### config.mk
export PLATFORM = sky130hd
export DESIGN_NAME = tise_timer
export DESIGN_NICKNAME = d
export VERILOG_FILES = /design/src/pkg/tise_pkg.sv /design/src/design/tise_edge_filter.sv /design/src/design/tise_timer.sv
export SDC_FILE = /design/constraint.sdc
export NUM_CORES = 1
export LEC_CHECK = 0
export ABC_CLOCK_PERIOD_IN_PS = 2700
export BUFFER_PORTS_ARGS = -buffer_cell sky130_fd_sc_hd__buf_2
export CAP_MARGIN = 25
export CORE_MARGIN = 2
export CORE_UTILIZATION = 58
export CTS_BUF_LIST = sky130_fd_sc_hd__clkbuf_8
export DETAILED_ROUTE_END_ITERATION = 8
export PLACE_DENSITY = 0.79
export SLEW_MARGIN = 10
export SYNTH_ARGS = -nofsm -noshare
export SYNTH_HDL_FRONTEND = slang
export SYNTH_SLANG_ARGS = --single-unit
### constraint.sdc
create_clock -name clk -period 2.7 [get_ports clk]
set_input_delay 0.54 -clock clk [delete_from_list [all_inputs] [get_ports clk]]
set_output_delay 0.54 -clock clk [all_outputs]
set_load 0.01 [all_outputs]
### src/pkg/tise_pkg.sv
// tise_pkg: register map, field positions, encodings and state records of the
// 16-bit interval / square-wave / event timer.
// assumes a single 25 MHz peripheral clock and an AHB-Lite register port.
package tise_pkg;

  // register byte offsets
  localparam logic [7:0] ADDR_MODE = 8'h00;
  localparam logic [7:0] ADDR_PRESC = 8'h04;
  localparam logic [7:0] ADDR_OUTC = 8'h08;
  localparam logic [7:0] ADDR_COUNT = 8'h0C;
  localparam logic [7:0] ADDR_CMP1 = 8'h10;
  localparam logic [7:0] ADDR_CMP2 = 8'h14;
  localparam logic [7:0] ADDR_STAT = 8'h18;
  localparam logic [7:0] ADDR_MASK = 8'h1C;

  // field positions
  localparam int MODE_LSB = 2;
  localparam int ES_LSB = 4;
  localparam int OUT_EN_BIT = 0;
  localparam int OUT_INV_BIT = 1;
  localparam int STAT_FIRST = 0;
  localparam int STAT_SECOND = 1;

  // encodings
  localparam logic [1:0] OP_STOP = 2'h0;
  localparam logic [1:0] OP_EDGE_CLR = 2'h2;
  localparam logic [1:0] OP_MATCH_CLR = 2'h3;
  localparam logic [1:0] EVT_SEL = 2'h3;
  localparam logic [1:0] ES_FALL = 2'h0;
  localparam logic [1:0] ES_RISE = 2'h1;
  localparam logic [1:0] ES_BOTH = 2'h3;
  localparam logic [7:0] SQUARE_CFG = 8'h03;

  // reset values
  localparam logic [1:0] RST_MODE = 2'h0;
  localparam logic [7:0] RST_PRESC = 8'h00;
  localparam logic [7:0] RST_OUTC = 8'h00;
  localparam logic [15:0] RST_CMP = 16'h0000;
  localparam logic [1:0] RST_MASK = 2'h3;

  // filtered event input as seen by the counter
  typedef struct packed {
    logic edge_seen;
    logic level;
  } tise_evt_s;

  typedef struct packed {
    logic sync1;
    logic sync2;
    logic samp;
    logic level;
    logic edge_seen;
  } tise_flt_state_s;

  typedef struct packed {
    logic [1:0] mode;
    logic [7:0] presc;
    logic [7:0] outc;
    logic [15:0] cnt;
    logic [15:0] cmp1;
    logic [15:0] cmp2;
    logic [1:0] status;
    logic [1:0] mask;
    logic wave;
    logic primed;
    logic [7:0] div;
    logic dph_wr;
    logic [7:0] dph_addr;
    logic [31:0] hrdata;
  } tise_state_s;

endpackage : tise_pkg

### src/design/tise_edge_filter.sv
// tise_edge_filter: synchroniser and two-sample noise filter for the event pin.
// assumes the pin is asynchronous to clk; edge_sel comes from clk-domain logic.
`timescale 1ns/1ps
module tise_edge_filter (
  // clock and reset
  input wire logic clk,
  input wire logic rst_n,
  // pin and selection
  input wire logic event_input_pin,
  input wire logic [1:0] edge_sel,
  // filtered result
  output tise_pkg::tise_evt_s evt
);
  tise_pkg::tise_flt_state_s st;
  tise_pkg::tise_flt_state_s next_st;

  always_comb begin
    next_st = st;
    next_st.sync1 = event_input_pin;
    next_st.sync2 = st.sync1;
    next_st.samp = st.sync2;
    next_st.edge_seen = 1'b0;
    // a level counts only once two samples in a row agree
    if (st.sync2 == st.samp && st.samp != st.level) begin
      next_st.level = st.samp;
      unique case (edge_sel)
        tise_pkg::ES_FALL: next_st.edge_seen = ~st.samp;
        tise_pkg::ES_RISE: next_st.edge_seen = st.samp;
        tise_pkg::ES_BOTH: next_st.edge_seen = 1'b1;
        default: next_st.edge_seen = 1'b0;
      endcase
    end
  end

  always_ff @(posedge clk) begin
    if (!rst_n) begin
      st <= '0;
    end else begin
      st <= next_st;
    end
  end

  assign evt.edge_seen = st.edge_seen;
  assign evt.level = st.level;

endmodule : tise_edge_filter

### src/design/tise_timer.sv
// tise_timer: 16-bit interval timer, square-wave generator and event counter
// behind an AHB-Lite slave with sticky, maskable match interrupts.
// assumes one clock, a single AHB-Lite master and an asynchronous event pin.
//
// Summary of operation
// - mode field 11 starts counting on the selected count clock
// - counter equal to first compare clears to zero and flags first match
// - compare value M gives a match period of M+1 count clocks
// - counter equal to second compare flags second match, even unused
// - mode field 00 stops counting and returns the counter to zero
// - reading the count register returns the present count
// - output control 03H in interval mode gives a square wave
// - each first match clears, flags and inverts the wave output
// - clock select bits 11 with mode 11 count valid event edges
// - later matches in event mode come every compare+1 edges
// - first match after start comes after compare+2 edges
// - event pin sampled each clock, edge valid after two equal samples
// - edge select 00 falling, 01 rising, 11 both, 10 none
//
// Our own choices: register access over AHB-Lite and the register addresses.
`timescale 1ns/1ps
module tise_timer (
  // clock and reset
  input wire logic clk,
  input wire logic rst_n,
  // ahb-lite slave
  input wire logic hsel,
  input wire logic [7:0] haddr,
  input wire logic [1:0] htrans,
  input wire logic hwrite,
  input wire logic [2:0] hsize,
  input wire logic [31:0] hwdata,
  input wire logic hready,
  output logic hreadyout,
  output logic hresp,
  output logic [31:0] hrdata,
  // pins
  input wire logic event_input_pin,
  output logic timer_wave_out,
  // interrupt
  output logic irq
);
  tise_pkg::tise_state_s st;
  tise_pkg::tise_state_s next_st;
  tise_pkg::tise_evt_s evt;
  logic run;
  logic evt_mode;
  logic cen;
  logic match1;
  logic match2;
  logic addr_rd;
  logic addr_wr;

  // divided count clock as a one-cycle enable
  function automatic logic div_tick(input logic [2:0] sel, input logic [7:0] div);
    logic t;
    t = 1'b0;
    unique case (sel)
      3'h0: t = 1'b1;
      3'h1: t = div[0];
      3'h2: t = &div[1:0];
      3'h4: t = &div;
      3'h5: t = &div[3:0];
      default: t = 1'b0;
    endcase
    return t;
  endfunction : div_tick

  function automatic logic [31:0] rd_value(input tise_pkg::tise_state_s s,
                                           input logic [7:0] a);
    logic [31:0] v;
    v = 32'h00000000;
    unique case (a)
      tise_pkg::ADDR_MODE: v = {28'h0000000, s.mode, 2'h0};
      tise_pkg::ADDR_PRESC: v = {24'h000000, s.presc};
      tise_pkg::ADDR_OUTC: v = {24'h000000, s.outc};
      tise_pkg::ADDR_COUNT: v = {16'h0000, s.cnt};
      tise_pkg::ADDR_CMP1: v = {16'h0000, s.cmp1};
      tise_pkg::ADDR_CMP2: v = {16'h0000, s.cmp2};
      tise_pkg::ADDR_STAT: v = {30'h00000000, s.status};
      tise_pkg::ADDR_MASK: v = {30'h00000000, s.mask};
      default: v = 32'h00000000;
    endcase
    return v;
  endfunction : rd_value

  tise_edge_filter u_filter (
    .clk(clk),
    .rst_n(rst_n),
    .event_input_pin(event_input_pin),
    .edge_sel(st.presc[tise_pkg::ES_LSB +: 2]),
    .evt(evt)
  );

  assign run = (st.mode == tise_pkg::OP_MATCH_CLR);
  assign evt_mode = (st.presc[1:0] == tise_pkg::EVT_SEL);
  // the first event edge after start only arms the counter
  assign cen = evt_mode ? (evt.edge_seen & st.primed) : div_tick(st.presc[2:0], st.div);
  assign match1 = run & cen & (st.cnt == st.cmp1);
  assign match2 = run & cen & (st.cnt == st.cmp2);
  assign addr_rd = hsel & hready & htrans[1] & ~hwrite;
  assign addr_wr = hsel & hready & htrans[1] & hwrite;

  always_comb begin
    logic [1:0] w1c;
    w1c = 2'h0;
    next_st = st;
    next_st.dph_wr = addr_wr;
    next_st.dph_addr = addr_wr ? haddr : st.dph_addr;
    next_st.hrdata = addr_rd ? rd_value(st, haddr) : 32'h00000000;

    // register writes in the data phase
    if (st.dph_wr) begin
      unique case (st.dph_addr)
        tise_pkg::ADDR_MODE: next_st.mode = hwdata[tise_pkg::MODE_LSB +: 2];
        tise_pkg::ADDR_PRESC: next_st.presc = hwdata[7:0];
        tise_pkg::ADDR_OUTC: next_st.outc = hwdata[7:0];
        tise_pkg::ADDR_CMP1: next_st.cmp1 = hwdata[15:0];
        tise_pkg::ADDR_CMP2: next_st.cmp2 = hwdata[15:0];
        tise_pkg::ADDR_STAT: w1c = hwdata[1:0];
        tise_pkg::ADDR_MASK: next_st.mask = hwdata[1:0];
        default: next_st.mode = st.mode;
      endcase
    end

    // counting
    if (!run) begin
      // stopped: counter and output back to their initial state
      next_st.cnt = 16'h0000;
      next_st.div = 8'h00;
      next_st.primed = 1'b0;
      next_st.wave = 1'b0;
    end else begin
      next_st.div = st.div + 8'h01;
      if (evt_mode && evt.edge_seen && !st.primed) begin
        next_st.primed = 1'b1;
      end
      if (match1) begin
        next_st.cnt = 16'h0000;
        if (st.outc[tise_pkg::OUT_EN_BIT] && st.outc[tise_pkg::OUT_INV_BIT]) begin
          next_st.wave = ~st.wave;
        end
      end else if (cen) begin
        next_st.cnt = st.cnt + 16'h0001;
      end
    end
    if (!st.outc[tise_pkg::OUT_EN_BIT]) begin
      next_st.wave = 1'b0;
    end

    // sticky flags: a new event wins over a clear in the same cycle
    next_st.status = (st.status & ~w1c) | {match2, match1};
  end

  always_ff @(posedge clk) begin
    if (!rst_n) begin
      st <= '0;
      st.mode <= tise_pkg::RST_MODE;
      st.presc <= tise_pkg::RST_PRESC;
      st.outc <= tise_pkg::RST_OUTC;
      st.cmp1 <= tise_pkg::RST_CMP;
      st.cmp2 <= tise_pkg::RST_CMP;
      st.mask <= tise_pkg::RST_MASK;
    end else begin
      st <= next_st;
    end
  end

  // zero-wait slave, always OKAY
  assign hreadyout = 1'b1;
  assign hresp = 1'b0;
  assign hrdata = st.hrdata;
  assign timer_wave_out = st.wave;
  // a set mask bit blocks its flag; spurious second matches stay hidden
  assign irq = |(st.status & ~st.mask);

  match_clear_a: assert property (@(posedge clk) disable iff (!rst_n)
    match1 |=> (st.cnt == 16'h0000) && st.status[tise_pkg::STAT_FIRST])
    else $error("first match did not clear counter and set flag");

  stop_clear_a: assert property (@(posedge clk) disable iff (!rst_n)
    (st.mode == tise_pkg::OP_STOP) |=> (st.cnt == 16'h0000) && !st.wave)
    else $error("stopped counter not at zero");

  count_step_a: assert property (@(posedge clk) disable iff (!rst_n)
    (run && cen && !match1 && next_st.mode == tise_pkg::OP_MATCH_CLR)
      |=> st.cnt == $past(st.cnt) + 16'h0001)
    else $error("counter did not step by one");

  hold_count_a: assert property (@(posedge clk) disable iff (!rst_n)
    (run && !cen && next_st.mode == tise_pkg::OP_MATCH_CLR)
      |=> $stable(st.cnt))
    else $error("counter moved without a count enable");

  wave_toggle_a: assert property (@(posedge clk) disable iff (!rst_n)
    (match1 && st.outc == tise_pkg::SQUARE_CFG && next_st.outc == tise_pkg::SQUARE_CFG)
      |=> st.wave != $past(st.wave))
    else $error("wave output not inverted on match");

  second_flag_a: assert property (@(posedge clk) disable iff (!rst_n)
    match2 |=> st.status[tise_pkg::STAT_SECOND])
    else $error("second match flag not set");

  event_prime_a: assert property (@(posedge clk) disable iff (!rst_n)
    (run && evt_mode && evt.edge_seen && !st.primed && next_st.mode == tise_pkg::OP_MATCH_CLR)
      |=> st.primed && st.cnt == $past(st.cnt))
    else $error("first event edge after start was counted");

  count_read_a: assert property (@(posedge clk) disable iff (!rst_n)
    (addr_rd && haddr == tise_pkg::ADDR_COUNT) |=> hrdata == {16'h0000, $past(st.cnt)})
    else $error("count read returned wrong value");

  irq_mask_a: assert property (@(posedge clk) disable iff (!rst_n)
    (match2 && st.mask[tise_pkg::STAT_SECOND] && !(|(st.status & ~st.mask)) && !match1)
      |=> !irq || $past(st.dph_wr))
    else $error("masked second match raised the interrupt");

endmodule : tise_timer

* Yosys cells after proc, flatten, opt, wreduce, memory -nomap -nowiden
Cells that the tools add are included.
Word-level totals: register bits 126, output and inout bits 36, word-level logic and storage cells 95
Cells by class: add/sub/neg operators 2, equal/unequal tests 25, mux-type cells 6, bitwise operators 18, reductions and logical operators 25
Operators by type and width (count):
- $pmux 16 s8 | 1
- $eq 8x5->1 const B | 8
- $eq 16x16->1 | 2
- $eq 8x4->1 const B | 3
- $reduce_and 2->1 | 11
- $add 16x1->16 const B | 1
- $eq 8x3->1 const B | 2
- $logic_not 8->1 | 2
- $add 8x1->8 const B | 1
- $and 1x1->1 | 8
- $reduce_and 8->1 | 1
- $eq 2x2->1 const B | 3
- $eq 3x3->1 const B | 2
- $not 1->1 | 5
- $pmux 1 s5 | 1
- $and 2x2->2 | 2
- $logic_and 1x1->1 | 4
- $mux 2 | 2
- $not 2->2 | 2
- $reduce_and 4->1 | 1
- $eq 3x1->1 const B | 1
- $eq 3x2->1 const B | 1
- $logic_not 3->1 | 1
- $pmux 1 s3 | 1
- other kinds (10) | 10

* Logic depth before layout (Yosys ltp)
Gate-level depths: netlist of the first run.
depth after elaboration 6, mapped depth 8

* Modules after synthesis
Synthesis of the first run repeated with hierarchy kept, for this count alone.
Second synthesis, totals: cells, all modules 605, area, all modules 5348.9 um^2
By module, submodules not included:
- tise_timer | instances 1, cells an instance 587, area an instance 5154.9 um^2, seq. area each 2102.0 um^2
- tise_edge_filter | instances 1, cells an instance 18, area an instance 193.9 um^2, seq. area each 100.1 um^2

* Least setup slack after synthesis of the first run
Ideal clock, no wire load.
kind in2reg, from input haddr[1], to register st, in the netlist hrdata[6], setup time 65 ps, arrival time 1923 ps, data required time 2635 ps, setup slack 712 ps, stages 6, path buffers 1, path through or4_1 nor2_1 and3_1 buf_2 a222oi_1 nor2_1
On the way: cells in the longest elaborated chain, start to end 2, elaborated cells on any way between the ends 9, classes of those cells eq/ne (7); mux (1); reduce/logical (1)
Ends and longest elaborated chain:
- start, declared | RTL line tise_timer.sv:28 | input wire logic [7:0] haddr,
- $eq 8x5->1, or another cell as far along | RTL line tise_timer.sv:73 | unique case (a)
- $pmux 16 s8 (*) | RTL line tise_timer.sv:73
- end signal, assigned | RTL line tise_timer.sv:165 | st <= next_st;
- end, declared | RTL line tise_timer.sv:43 | tise_pkg::tise_state_s st;
Mark *: on every way between the ends. The rest lies on a longest branch, timed or not. A chain may end at the register's enable or synchronous reset.

* Final worst setup path of the first run
from register st[32] (netlist name), to register st[71] (netlist name)
On the way: cells in the longest elaborated chain, start to end 2
Ends and longest elaborated chain:
- $eq 8x5->1 | RTL line tise_timer.sv:114 | unique case (st.dph_addr)
- $reduce_and 2->1 (no source line)
No other way between the ends.

==> PnR_summary.wiki, run 1 <==
{| class="wikitable"
! Metric !! Value
|-
| Launch instance of the worst min-delay path || event_input_pin
|-
| Proportion of synthesized chip area in sequential cells || 41.0%
|-
| Syn. warnings || 0
|-
| Critical Path AT || 2.45 ns
|-
| Cell internal pwr || 2070 uW
|-
| Worst R2R Path Depth || 6
|-
| Number of flops mapped to enable cells by yosys || 0
|-
| Reg-to-Reg Start || st[32]
|-
| Clock latency reported for the late side of the worst-skew pair || 0.38 ns
|-
| Post-synthesis cell area || 0.00537 sq mm
|-
| GRT overflow || 0
|-
| Antenna violations before repair || 0
|-
| Fraction of the mapped netlist area in compound gates || 10.1%
|-
| Final count of pins violating max slew || 0
|-
| Number of failing setup endpoints in the final timing report || 0
|-
| Max FO, Critical Path || 16
|-
| DIE WIDTH || 100 um
|-
| Worst setup timing slack at the placement stage || 0.399 ns
|-
| Post-cts gate resize count || 0
|-
| Run status || completed
|-
| Post-route DRC violation count || 0
|-
| Number of nets in the layout || 642
|-
| Antenna cells || 0
|-
| Post-route core utilization || 62.3%
|-
| Kind of start point of the critical path || flop
|-
| Floorplan die height || 100 um
|-
| Crit Reg-Reg Endpoint || st[71]
|-
| Kind of capture point of the worst setup path || flop
|-
| Hold bufs inserted after CTS || 0
|-
| Layout-stage area growth over the synthesis result || 5.61%
|-
| Start-to-end type of the worst setup path || flop to flop
|-
| Leading cell type in the layout, fill and taps excluded || sky130_fd_sc_hd__dfxtp_1
|-
| Count of nets left with antenna violations after detail routing || 0
|-
| Clock tree sinks || 110
|-
| Logic gate share of total power || 4.3%
|-
| Commonest cells after routing, fill and taps aside || sky130_fd_sc_hd__dfxtp_1, sky130_fd_sc_hd__nor2b_1, sky130_fd_sc_hd__mux2i_1
|-
| TritonCTS clock tree || yes
|-
| DRT iter0 DRCs || 345
|-
| Reported max-cap violation count || 0
|-
| Data required time of the worst path || 2.97 ns
|-
| CTS Root Buffer Type || sky130_fd_sc_hd__clkbuf_8
|-
| Post-Synth XOR/XNOR Area || 6.20%
|-
| Sw Share || 23.6%
|-
| Initial core utilization || 59.0%
|-
| Peak clock frequency supported by timing || 459 MHz
|-
| Peak supply drop || 0.000313 V
|-
| Drt total wl || 11800 um
|-
| Min Clock Period, post-route || 2.18 ns
|-
| Number of buffers inserted by post-CTS setup repair || 0
|-
| Post-synthesis register bit count || 110
|-
| Number of H-tree levels || 3
|-
| Final cycle utilization of the critical path || 80.8%
|-
| Main combinational cell family by area after synthesis || simple AND/OR/NAND/NOR gates
|-
| Register clock-pin slew on the reported worst setup and hold paths || 0.10 ns
|-
| Via count of the first global-routing pass || 3876
|-
| Placer Congestion || 0.911
|-
| Total Routing Usage GR || 24.1%
|-
| Number of distinct library cells after synthesis || 50
|-
| Clock group share of total power || 35.4%
|-
| Number of cells on the worst hold path || 2
|-
| Setup WS post-layout || 0.520 ns
|-
| I/O pin total || 87
|-
| Floorplan die area || 0.0100 sq mm
|-
| Placeable core area || 0.00911 sq mm
|-
| Number of core rows || 35
|-
| Ratio of cells with drive above 1 in the final layout || 16.3%
|-
| Top_reg_cell synth || sky130_fd_sc_hd__dfxtp_1
|-
| Mean routed wirelength per cell || 16.7 um
|-
| End point of the most critical hold path || u_filter.next_st[3]
|-
| Final Hold Fails || 0
|-
| Ratio of total power to cell area || 477 mW/mm^2
|-
| Switching power of the nets || 639 uW
|-
| Wire length of the first global-routing pass || 19100 um
|-
| # port buffers || 48
|-
| Worst-case headroom to the max-slew limit || 57.1%
|-
| Vias post-DR || 4094
|-
| Actual transition at the worst max-transition pin || 0.642 ns
|-
| Setup slack on the worst flop-to-flop path || 0.52 ns
|-
| Class of the worst hold path || input port to flop
|-
| Setup repair after global routing missed its margin || false
|-
| Flop pwr share || 60.3%
|-
| LEAKAGE || 0.00238 uW
|-
| Number of cells produced by synthesis || 571
|-
| Share of cell area taken by muxes after synthesis || 13.9%
|-
| Basic-gate share of the synthesized area counting and, or, nand and nor cells || 20.0%
|-
| Async set-or-reset flop fraction in the synthesized netlist || 0%
|-
| Share of synthesized cell area in full adder, half adder and majority cells || 0.466%
|-
| DR vias/cell || 5.81
|-
| DRT Pass-1 Iters || 6
|-
| Number of buffers created by CTS || 9
|-
| Syn_area_per_cell || 9.41 sq um
|-
| Maximum count of clock buffers along a single path || 2
|-
| Final total negative setup slack || 0 ns
|-
| Largest net degree at the start of global routing || 36
|-
| Worst clock skew || 0.00748 ns
|-
| Final HPWL DP || 8350 um
|}
worst max-delay path by stage:
stage,to,startpoint,slack (ns),cells after the start
6_report,st[71],st[32],0.52,6
5_1_grt,st[93],st[41],0.38,7
4_1_cts,st[71],st[32],0.50,6
3_5_place_dp,hrdata[9],haddr[1],0.40,7
3_3_place_gp,hrdata[2],haddr[1],0.43,7
2_1_floorplan,hrdata[6],haddr[1],0.71,6
metal layers:
layer	GRT usage [%]	part of all wire, %	vias up
met1	32.3	44	1951
met4	8.01	1.9	0
met2	39.8	48	149
met5	0	0	-
li1	-	-	1974
met3	3.90	5.7	20
flip-flops by register name, indices dropped and copies added, names as in the netlist:
register / cells
st: 88
hrdata: 16
u_filter.evt: 2
u_filter.next_st: 2
timer_wave_out: 1
u_filter.st: 1
synthesized netlist by cell type (4+ instances only):
library cell               instances  area share [%]
sky130_fd_sc_hd__mux2i_1          53             9.9
sky130_fd_sc_hd__nor3_1            4            0.37
sky130_fd_sc_hd__a222oi_1          5            0.93
sky130_fd_sc_hd__clkbuf_1         26             1.8
sky130_fd_sc_hd__nand3_1          15             1.4
sky130_fd_sc_hd__buf_2             5            0.47
sky130_fd_sc_hd__a22o_1            5            0.82
sky130_fd_sc_hd__mux2_2           13             2.7
sky130_fd_sc_hd__and3_1           10             1.2
sky130_fd_sc_hd__nor4_1            9             1.0
sky130_fd_sc_hd__a21oi_1          18             1.7
sky130_fd_sc_hd__nand4_1           6            0.70
sky130_fd_sc_hd__o31ai_1           4            0.56
sky130_fd_sc_hd__or4_1             5            0.70
sky130_fd_sc_hd__nor2b_1          53             6.2
sky130_fd_sc_hd__a32oi_1           4            0.65
sky130_fd_sc_hd__dfxtp_1         110              41
sky130_fd_sc_hd__a21boi_0          9             1.3
sky130_fd_sc_hd__and2_1            7            0.82
sky130_fd_sc_hd__buf_4            35             4.9
sky130_fd_sc_hd__xor2_1           35             5.7
sky130_fd_sc_hd__a22oi_1          10             1.4
sky130_fd_sc_hd__o21ai_0          19             1.8
sky130_fd_sc_hd__nor2_1           31             2.2
sky130_fd_sc_hd__or3_1            12             1.4
sky130_fd_sc_hd__nand2_1          30             2.1
sky130_fd_sc_hd__inv_1             6            0.42
cells by family (layout without fill, tap and decap cells):
| kind of cell | Yosys count | count (layout) |
|---|---|---|
| AND/OR/NAND/NOR | 193 | 193 |
| flip-flops | 110 | 110 |
| AO/OA/AOI/OAI | 82 | 82 |
| buffers and inverters | 75 | 82 |
| multiplexers | 69 | 69 |
| XOR/XNOR | 38 | 38 |
| adder cells (fa/ha/maj) | 2 | 2 |
| other | 2 | 18 |
power by group through the flow:
stage / clock [uW] / sequential, uW / combinational (uW)
after detailed placement: 0 / 1670 / 114
after floorplan: 0 / 1670 / 87.0
final: 959 / 1630 / 115
after global routing: 1040 / 1630 / 126
after global placement: 0 / 1670 / 111
after CTS: 977 / 1630 / 114
metrics by stage:
| step | hold WS, ns | cell area (sq um) | power (uW) | cells |
|---|---|---|---|---|
| detailed placement | 0.427 | 5480 | 1780 | 689 |
| finish | 0.361 | 5670 | 2700 | 705 |
| global route | 0.353 | 5670 | 2800 | 705 |
| floorplan | 0.412 | 5430 | 1750 | 587 |
| global placement | 0.423 | 5480 | 1780 | 689 |
| CTS | 0.350 | 5670 | 2720 | 705 |
critical path, cell delays in order, from the launching register on:
cell and delay (ns):
sky130_fd_sc_hd__dfxtp_1 0.32, sky130_fd_sc_hd__or4_4 0.55, sky130_fd_sc_hd__or3_4 0.36, sky130_fd_sc_hd__nor3b_2 0.19
sky130_fd_sc_hd__buf_4 0.34, sky130_fd_sc_hd__mux2i_1 0.24, sky130_fd_sc_hd__nor2b_1 0.07
cell type report:
cell class | instances | area [sq um]
Inverter | 6 | 22.5
Tap cell | 111 | 139
Clock inverter | 5 | 41.3
Clock buffer | 11 | 151
Fill cell | 777 | 3440
Timing Repair Buffer | 60 | 330
Multi-Input combinational cell | 402 | 2790
Sequential cell | 110 | 2200
No activity file was read; power rests on OpenSTA's default activity.
==> run 2: changes to the inputs <==
ABC_CLOCK_PERIOD_IN_PS = 2000   (was 2700)
CORE_UTILIZATION = 53   (was 58)
PLACE_DENSITY = 0.76   (was 0.79)
clock period = 2 ns   (was 2.7 ns; I/O delays follow)
==> PnR_summary.wiki, run 2 (synthesis results as in run 1) <==
{| class="wikitable"
! Metric !! Value
|-
| Initial core utilization || 54.7% (was 59.0%)
|-
| Count of nets left with antenna violations after detail routing || 0 (unchanged)
|-
| Kind of start point of the critical path || flop (unchanged)
|-
| Final cycle utilization of the critical path || 104% (was 80.8%)
|-
| Worst clock skew || 0.0110 ns (was 0.00748 ns)
|-
| Kind of capture point of the worst setup path || flop (unchanged)
|-
| Series of cell instances along the critical path || or4_4 > or3_4 > nor3b_4 > buf_12 > mux2i_1 > nor2b_1 (was or4_4 > or3_4 > nor3b_2 > buf_4 > mux2i_1 > nor2b_1)
|-
| Maximum count of clock buffers along a single path || 2 (unchanged)
|-
| GRT overflow || 0 (unchanged)
|-
| Number of core rows || 36 (was 35)
|-
| Crit-path leading delay family || simple AND/OR/NAND/NOR gates (unchanged)
|-
| Leading cell type in the layout, fill and taps excluded || sky130_fd_sc_hd__dfxtp_1 (unchanged)
|-
| Number of failing setup endpoints in the final timing report || 18 (was 0)
|-
| Clock tree sinks || 110 (unchanged)
|-
| # fillers || 837 (was 777)
|-
| LEAKAGE || 0.00256 uW (was 0.00238 uW)
|-
| Peak clock frequency supported by timing || 479 MHz (was 459 MHz)
|-
| Mean routed wirelength per cell || 16.5 um (was 16.7 um)
|-
| Vias post-DR || 4242 (was 4094)
|-
| Start-to-end type of the worst setup path || flop to flop (unchanged)
|-
| Final count of pins violating max slew || 0 (unchanged)
|-
| Drt total wl || 12400 um (was 11800 um)
|-
| Cell internal pwr || 3080 uW (was 2070 uW)
|-
| Antenna violations before repair || 0 (unchanged)
|-
| Final HPWL DP || 8920 um (was 8350 um)
|-
| Finished layout cell area || 0.00601 sq mm (was 0.00567 sq mm)
|-
| Final Hold Fails || 0 (unchanged)
|-
| Top register by number of flip-flops || st (unchanged)
|-
| Number of buffers inserted by post-CTS setup repair || 0 (unchanged)
|-
| # port buffers || 48 (unchanged)
|-
| Total Routing Usage GR || 23.7% (was 24.1%)
|-
| Flop pwr share || 56.1% (was 60.3%)
|-
| Floorplan die height || 105 um (was 100 um)
|-
| Reported max-cap violation count || 0 (unchanged)
|-
| I/O pin total || 87 (unchanged)
|-
| Slowest stage cell, crit path || sky130_fd_sc_hd__or4_4 (unchanged)
|-
| Failing checks || setup timing
|-
| Class of the worst hold path || input port to flop (unchanged)
|-
| Power Total || 3920 uW (was 2700 uW)
|-
| Register clock-pin slew on the reported worst setup and hold paths || 0.09 ns (was 0.10 ns)
|-
| Number of flip-flops under the largest register name || 88 (unchanged)
|-
| Post-route DRC violation count || 0 (unchanged)
|-
| Cell Area, Placed || 0.00576 sq mm (was 0.00548 sq mm)
|-
| TritonCTS clock tree || yes (unchanged)
|-
| DIE WIDTH || 105 um (was 100 um)
|-
| Placeable core area || 0.00982 sq mm (was 0.00911 sq mm)
|-
| Number of H-tree levels || 3 (unchanged)
|-
| DRT Pass-1 Iters || 5 (was 6)
|-
| Number of nets in the layout || 670 (was 642)
|-
| Data required time of the worst path || 2.28 ns (was 2.97 ns)
|-
| Layout-stage area growth over the synthesis result || 11.9% (was 5.61%)
|-
| Commonest cells after routing, fill and taps aside || sky130_fd_sc_hd__dfxtp_1, sky130_fd_sc_hd__nor2b_1, sky130_fd_sc_hd__mux2i_1 (unchanged)
|-
| Via count of the first global-routing pass || 3970 (was 3876)
|-
| Switching power of the nets || 842 uW (was 639 uW)
|-
| DR vias/cell || 5.63 (was 5.81)
|-
| Floorplan die area || 0.0110 sq mm (was 0.0100 sq mm)
|-
| Setup WS post-layout || -0.0882 ns (was 0.520 ns)
|-
| Number of buffers created by CTS || 9 (unchanged)
|-
| Worst path max stage delay || 0.53 ns (was 0.55 ns)
|-
| Clock latency reported for the late side of the worst-skew pair || 0.39 ns (was 0.38 ns)
|-
| Antenna cells || 0 (unchanged)
|-
| Worst setup timing slack at the placement stage || -0.0932 ns (was 0.399 ns)
|-
| Critical Path AT || 2.37 ns (was 2.45 ns)
|-
| Max FO, Critical Path || 16 (unchanged)
|-
| Post-route core utilization || 61.2% (was 62.3%)
|-
| DRT iter0 DRCs || 318 (was 345)
|-
| Combined buffer and inverter count along the critical path || 1 (unchanged)
|-
| Min Clock Period, post-route || 2.09 ns (was 2.18 ns)
|-
| Peak supply drop || 0.000365 V (was 0.000313 V)
|-
| Sw Share || 21.5% (was 23.6%)
|-
| Ratio of cells with drive above 1 in the final layout || 20.6% (was 16.3%)
|-
| Largest net degree at the start of global routing || 31 (was 36)
|-
| Clock group share of total power || 39.6% (was 35.4%)
|-
| Run status || complete, but fails checks (was completed)
|-
| CTS Root Buffer Type || sky130_fd_sc_hd__clkbuf_8 (unchanged)
|-
| Placer Congestion || 0.893 (was 0.911)
|-
| Wire length of the first global-routing pass || 20700 um (was 19100 um)
|-
| Logic gate share of total power || 4.2% (was 4.3%)
|-
| Ratio of total power to cell area || 652 mW/mm^2 (was 477 mW/mm^2)
|-
| Setup repair after global routing missed its margin || true (was false)
|}
-- run 2: cell count changes in the layout (fill, tap and decap cells not counted), sizes merged --
cell	change
inv	-1
clkbuf	-2
bufinv	+3
clkinvlp	-2
buf	+28
-- run 2: final timing paths --
path,startpoint,end,slack (ns),cells past startpoint
max,st[32],st[78],-0.09,6
min reg2reg,u_filter.next_st[3],u_filter.next_st[2],0.45,1
max reg2reg,st[32],st[78],-0.09,6
min,event_input_pin,u_filter.next_st[3],0.23,2
-- run 2: layer usage --
metal	track usage [%]	up-vias	part of all wire, %
met1	30.9	2022	44
li1	-	2035	-
met2	38.0	160	47
met3	4.87	25	6.5
met4	10.2	0	2.9
met5	0	-	0
-- run 2: power groups by stage --
| stage | clock [uW] | sequential, uW | combinational, uW |
|---|---|---|---|
| 3_3_place_gp | 0 | 2250 | 159 |
| 6_report | 1560 | 2200 | 166 |
| 5_1_grt | 1650 | 2200 | 179 |
| 3_5_place_dp | 0 | 2250 | 164 |
| 4_1_cts | 1570 | 2200 | 164 |
| 2_1_floorplan | 0 | 2250 | 117 |
-- run 2: stage by stage --
| step | setup TNS [ns] | hold slack (ns) | std cells |
|---|---|---|---|
| floorplan | 0 | 0.412 | 587 |
| finish | -0.941 | 0.226 | 753 |
| global route | -2.94 | 0.229 | 753 |
| CTS | -0.919 | 0.216 | 753 |
| global placement | -0.283 | 0.422 | 739 |
| detailed placement | -0.925 | 0.434 | 739 |
-- run 2: repair_timing --
| action | 4_1_cts | 5_1_grt |
|---|---|---|
| setup endpoints to repair | 25 | 63 |
| gates resized for setup | 4 | 5 |
| hold buffers | 0 | 0 |
| endpoints found under the hold margin | 0 | 0 |
-- run 2: cell type report --
class	count	area, sq um	share of cell area [%]
multi-input cells	402	2810	46.7
flip-flops and latches	110	2200	36.7
repair buffers	88	589	9.80
well taps	133	166	2.77
clock buffers	9	124	2.06
clock inverters	5	100	1.66
inverters	6	22.5	0.375
==> run 3: changes to the inputs <==
ABC_CLOCK_PERIOD_IN_PS = 1740   (was 2000)
clock period = 1.74 ns   (was 2 ns; I/O delays follow)
==> PnR_summary.wiki, run 3 (synthesis results as in run 1) <==
{| class="wikitable"
! Metric !! Value
|-
| Run status || complete, but fails checks (unchanged)
|-
| Failing checks || setup timing (unchanged)
|-
| Initial core utilization || 54.7% (unchanged)
|-
| Class of the worst hold path || input port to flop (unchanged)
|-
| Peak clock frequency supported by timing || 476 MHz (was 479 MHz)
|-
| Final HPWL DP || 9520 um (was 8920 um)
|-
| Clock latency reported for the late side of the worst-skew pair || 0.38 ns (was 0.39 ns)
|-
| Number of core rows || 36 (unchanged)
|-
| Drt total wl || 14300 um (was 12400 um)
|-
| Actual transition at the worst max-transition pin || 0.561 ns
|-
| Kind of capture point of the worst setup path || flop (unchanged)
|-
| Peak supply drop || 0.000480 V (was 0.000365 V)
|-
| Floorplan die area || 0.0110 sq mm (unchanged)
|-
| Number of placed cells counting well taps || 774 (was 739)
|-
| Number of buffers created by CTS || 9 (unchanged)
|-
| Setup repair after global routing missed its margin || true (unchanged)
|-
| Sequential Area || 0.00221 sq mm (was 0.00220 sq mm)
|-
| Kind of start point of the critical path || flop (unchanged)
|-
| DRT Pass-1 Iters || 5 (unchanged)
|-
| GRT overflow || 0 (unchanged)
|-
| Final cycle utilization of the critical path || 121% (was 104%)
|-
| Wire length of the first global-routing pass || 22400 um (was 20700 um)
|-
| Mean routed wirelength per cell || 17.8 um (was 16.5 um)
|-
| Data required time of the worst path || 2.02 ns (was 2.28 ns)
|-
| Worst clock skew || 0.00871 ns (was 0.0110 ns)
|-
| Worst-case headroom to the max-slew limit || 62.5%
|-
| Register clock-pin slew on the reported worst setup and hold paths || 0.10 ns (was 0.09 ns)
|-
| I/O pin total || 87 (unchanged)
|-
| Final total negative setup slack || -16.08 ns (was -0.941 ns)
|-
| Vias post-DR || 4504 (was 4242)
|-
| Number of H-tree levels || 3 (unchanged)
|-
| Power Total || 4630 uW (was 3920 uW)
|-
| Post-route core utilization || 68.6% (was 61.2%)
|-
| Layout-stage area growth over the synthesis result || 25.3% (was 11.9%)
|-
| Clock tree sinks || 110 (unchanged)
|-
| Number of failing setup endpoints in the final timing report || 70 (was 18)
|-
| Worst setup timing slack at the placement stage || -0.372 ns (was -0.0932 ns)
|-
| Floorplan die height || 105 um (unchanged)
|-
| DRT iter0 DRCs || 358 (was 318)
|-
| LEAKAGE || 0.00287 uW (was 0.00256 uW)
|-
| Placeable core area || 0.00982 sq mm (unchanged)
|-
| Maximum count of clock buffers along a single path || 2 (unchanged)
|-
| Total Routing Usage GR || 25.6% (was 23.7%)
|-
| Start-to-end type of the worst setup path || flop to flop (unchanged)
|-
| Count of nets left with antenna violations after detail routing || 0 (unchanged)
|-
| Post-route DRC violation count || 0 (unchanged)
|-
| Top register by number of flip-flops || st (unchanged)
|-
| Ratio of cells with drive above 1 in the final layout || 31.8% (was 20.6%)
|-
| Setup WS post-layout || -0.361 ns (was -0.0882 ns)
|-
| Antenna violations before repair || 0 (unchanged)
|-
| # fillers || 733 (was 837)
|-
| Placer Congestion || 0.907 (was 0.893)
|-
| Reported max-cap violation count || 0 (unchanged)
|-
| Min Clock Period, post-route || 2.10 ns (was 2.09 ns)
|-
| Number of nets in the layout || 715 (was 670)
|-
| Number of non-filler instances in the completed layout || 800 (was 753)
|-
| DR vias/cell || 5.63 (about the same)
|-
| CTS Root Buffer Type || sky130_fd_sc_hd__clkbuf_8 (unchanged)
|-
| Antenna cells || 0 (unchanged)
|-
| Ratio of total power to cell area || 687 mW/mm^2 (was 652 mW/mm^2)
|-
| TritonCTS clock tree || yes (unchanged)
|-
| Leading cell type in the layout, fill and taps excluded || sky130_fd_sc_hd__dfxtp_1 (unchanged)
|-
| Critical Path AT || 2.38 ns (was 2.37 ns)
|-
| DIE WIDTH || 105 um (unchanged)
|-
| Max FO, Critical Path || 16 (unchanged)
|-
| Final count of pins violating max slew || 0 (unchanged)
|-
| # port buffers || 48 (unchanged)
|-
| Area of the multi-input gates || 0.00305 sq mm (was 0.00281 sq mm)
|-
| Number of flip-flops under the largest register name || 88 (unchanged)
|-
| Commonest cells after routing, fill and taps aside || sky130_fd_sc_hd__dfxtp_1, sky130_fd_sc_hd__buf_4, sky130_fd_sc_hd__nor2b_1 (was sky130_fd_sc_hd__dfxtp_1, sky130_fd_sc_hd__nor2b_1, sky130_fd_sc_hd__mux2i_1)
|-
| Largest net degree at the start of global routing || 32 (was 31)
|-
| Via count of the first global-routing pass || 4572 (was 3970)
|-
| Final Hold Fails || 0 (unchanged)
|}
-- run 3: changes by cell type in the layout (fill, tap and decap cells not counted), sizes merged --
cell / delta
buf: +43
clkbuf: +3
clkinvlp: +1
inv: +1
clkinv: -1
-- run 3: per-stage QoR --
stage,hold WS (ns),instance area [sq um]
finish,0.161,6730
global route,0.174,6730
CTS,0.154,6560
detailed placement,0.421,6100
global placement,0.422,6100
floorplan,0.412,5480
-- run 3: final timing paths --
check | slack, ns | to | startpoint | depth (start not counted)
max | -0.36 | st[73] | st[32] | 6
min | 0.16 | u_filter.next_st[3] | event_input_pin | 2
max reg2reg | -0.36 | st[73] | st[32] | 6
min reg2reg | 0.45 | u_filter.next_st[2] | u_filter.next_st[3] | 1
-- run 3: where the power goes --
group | leakage [uW] | internal (uW) | switching, uW | total (uW)
logic | 0.00186 | 102 | 125 | 227
registers | 0.000890 | 2520 | 7.57 | 2530
clock network | 0.000124 | 993 | 876 | 1870
-- run 3: worst max-delay path, cell delays in order (launching register included) --
cell                      delay (ns)
sky130_fd_sc_hd__dfxtp_2        0.33
sky130_fd_sc_hd__or4_4          0.53
sky130_fd_sc_hd__or3_4          0.38
sky130_fd_sc_hd__nor3b_4        0.23
sky130_fd_sc_hd__buf_12         0.21
sky130_fd_sc_hd__mux2i_1        0.25
sky130_fd_sc_hd__nor2b_1        0.07
-- run 3: per-layer routing --
metal	global-route usage [%]	wire [um]
met1	32.4	6070
met2	44.0	7160
met3	3.99	780
met4	9.52	247
met5	0	0
-- run 3: final cells by class --
type	count	area share (%)
sequential	110	32.8
timing repair buffer	133	15.4
tap	133	2.47
clock inverter	6	1.64
inverter	6	0.335
clock buffer	10	2.04
multi-input combinational	402	45.3
-- run 3: what timing repair did --
item | 4_1_cts | 5_1_grt
hold buffers | 0 | 0
setup endpoints to repair | 69 | 69
pin swaps | 21 | 12
buffers inserted | 4 | 4
gates resized for setup | 30 | 35
gates cloned | 2 | 0
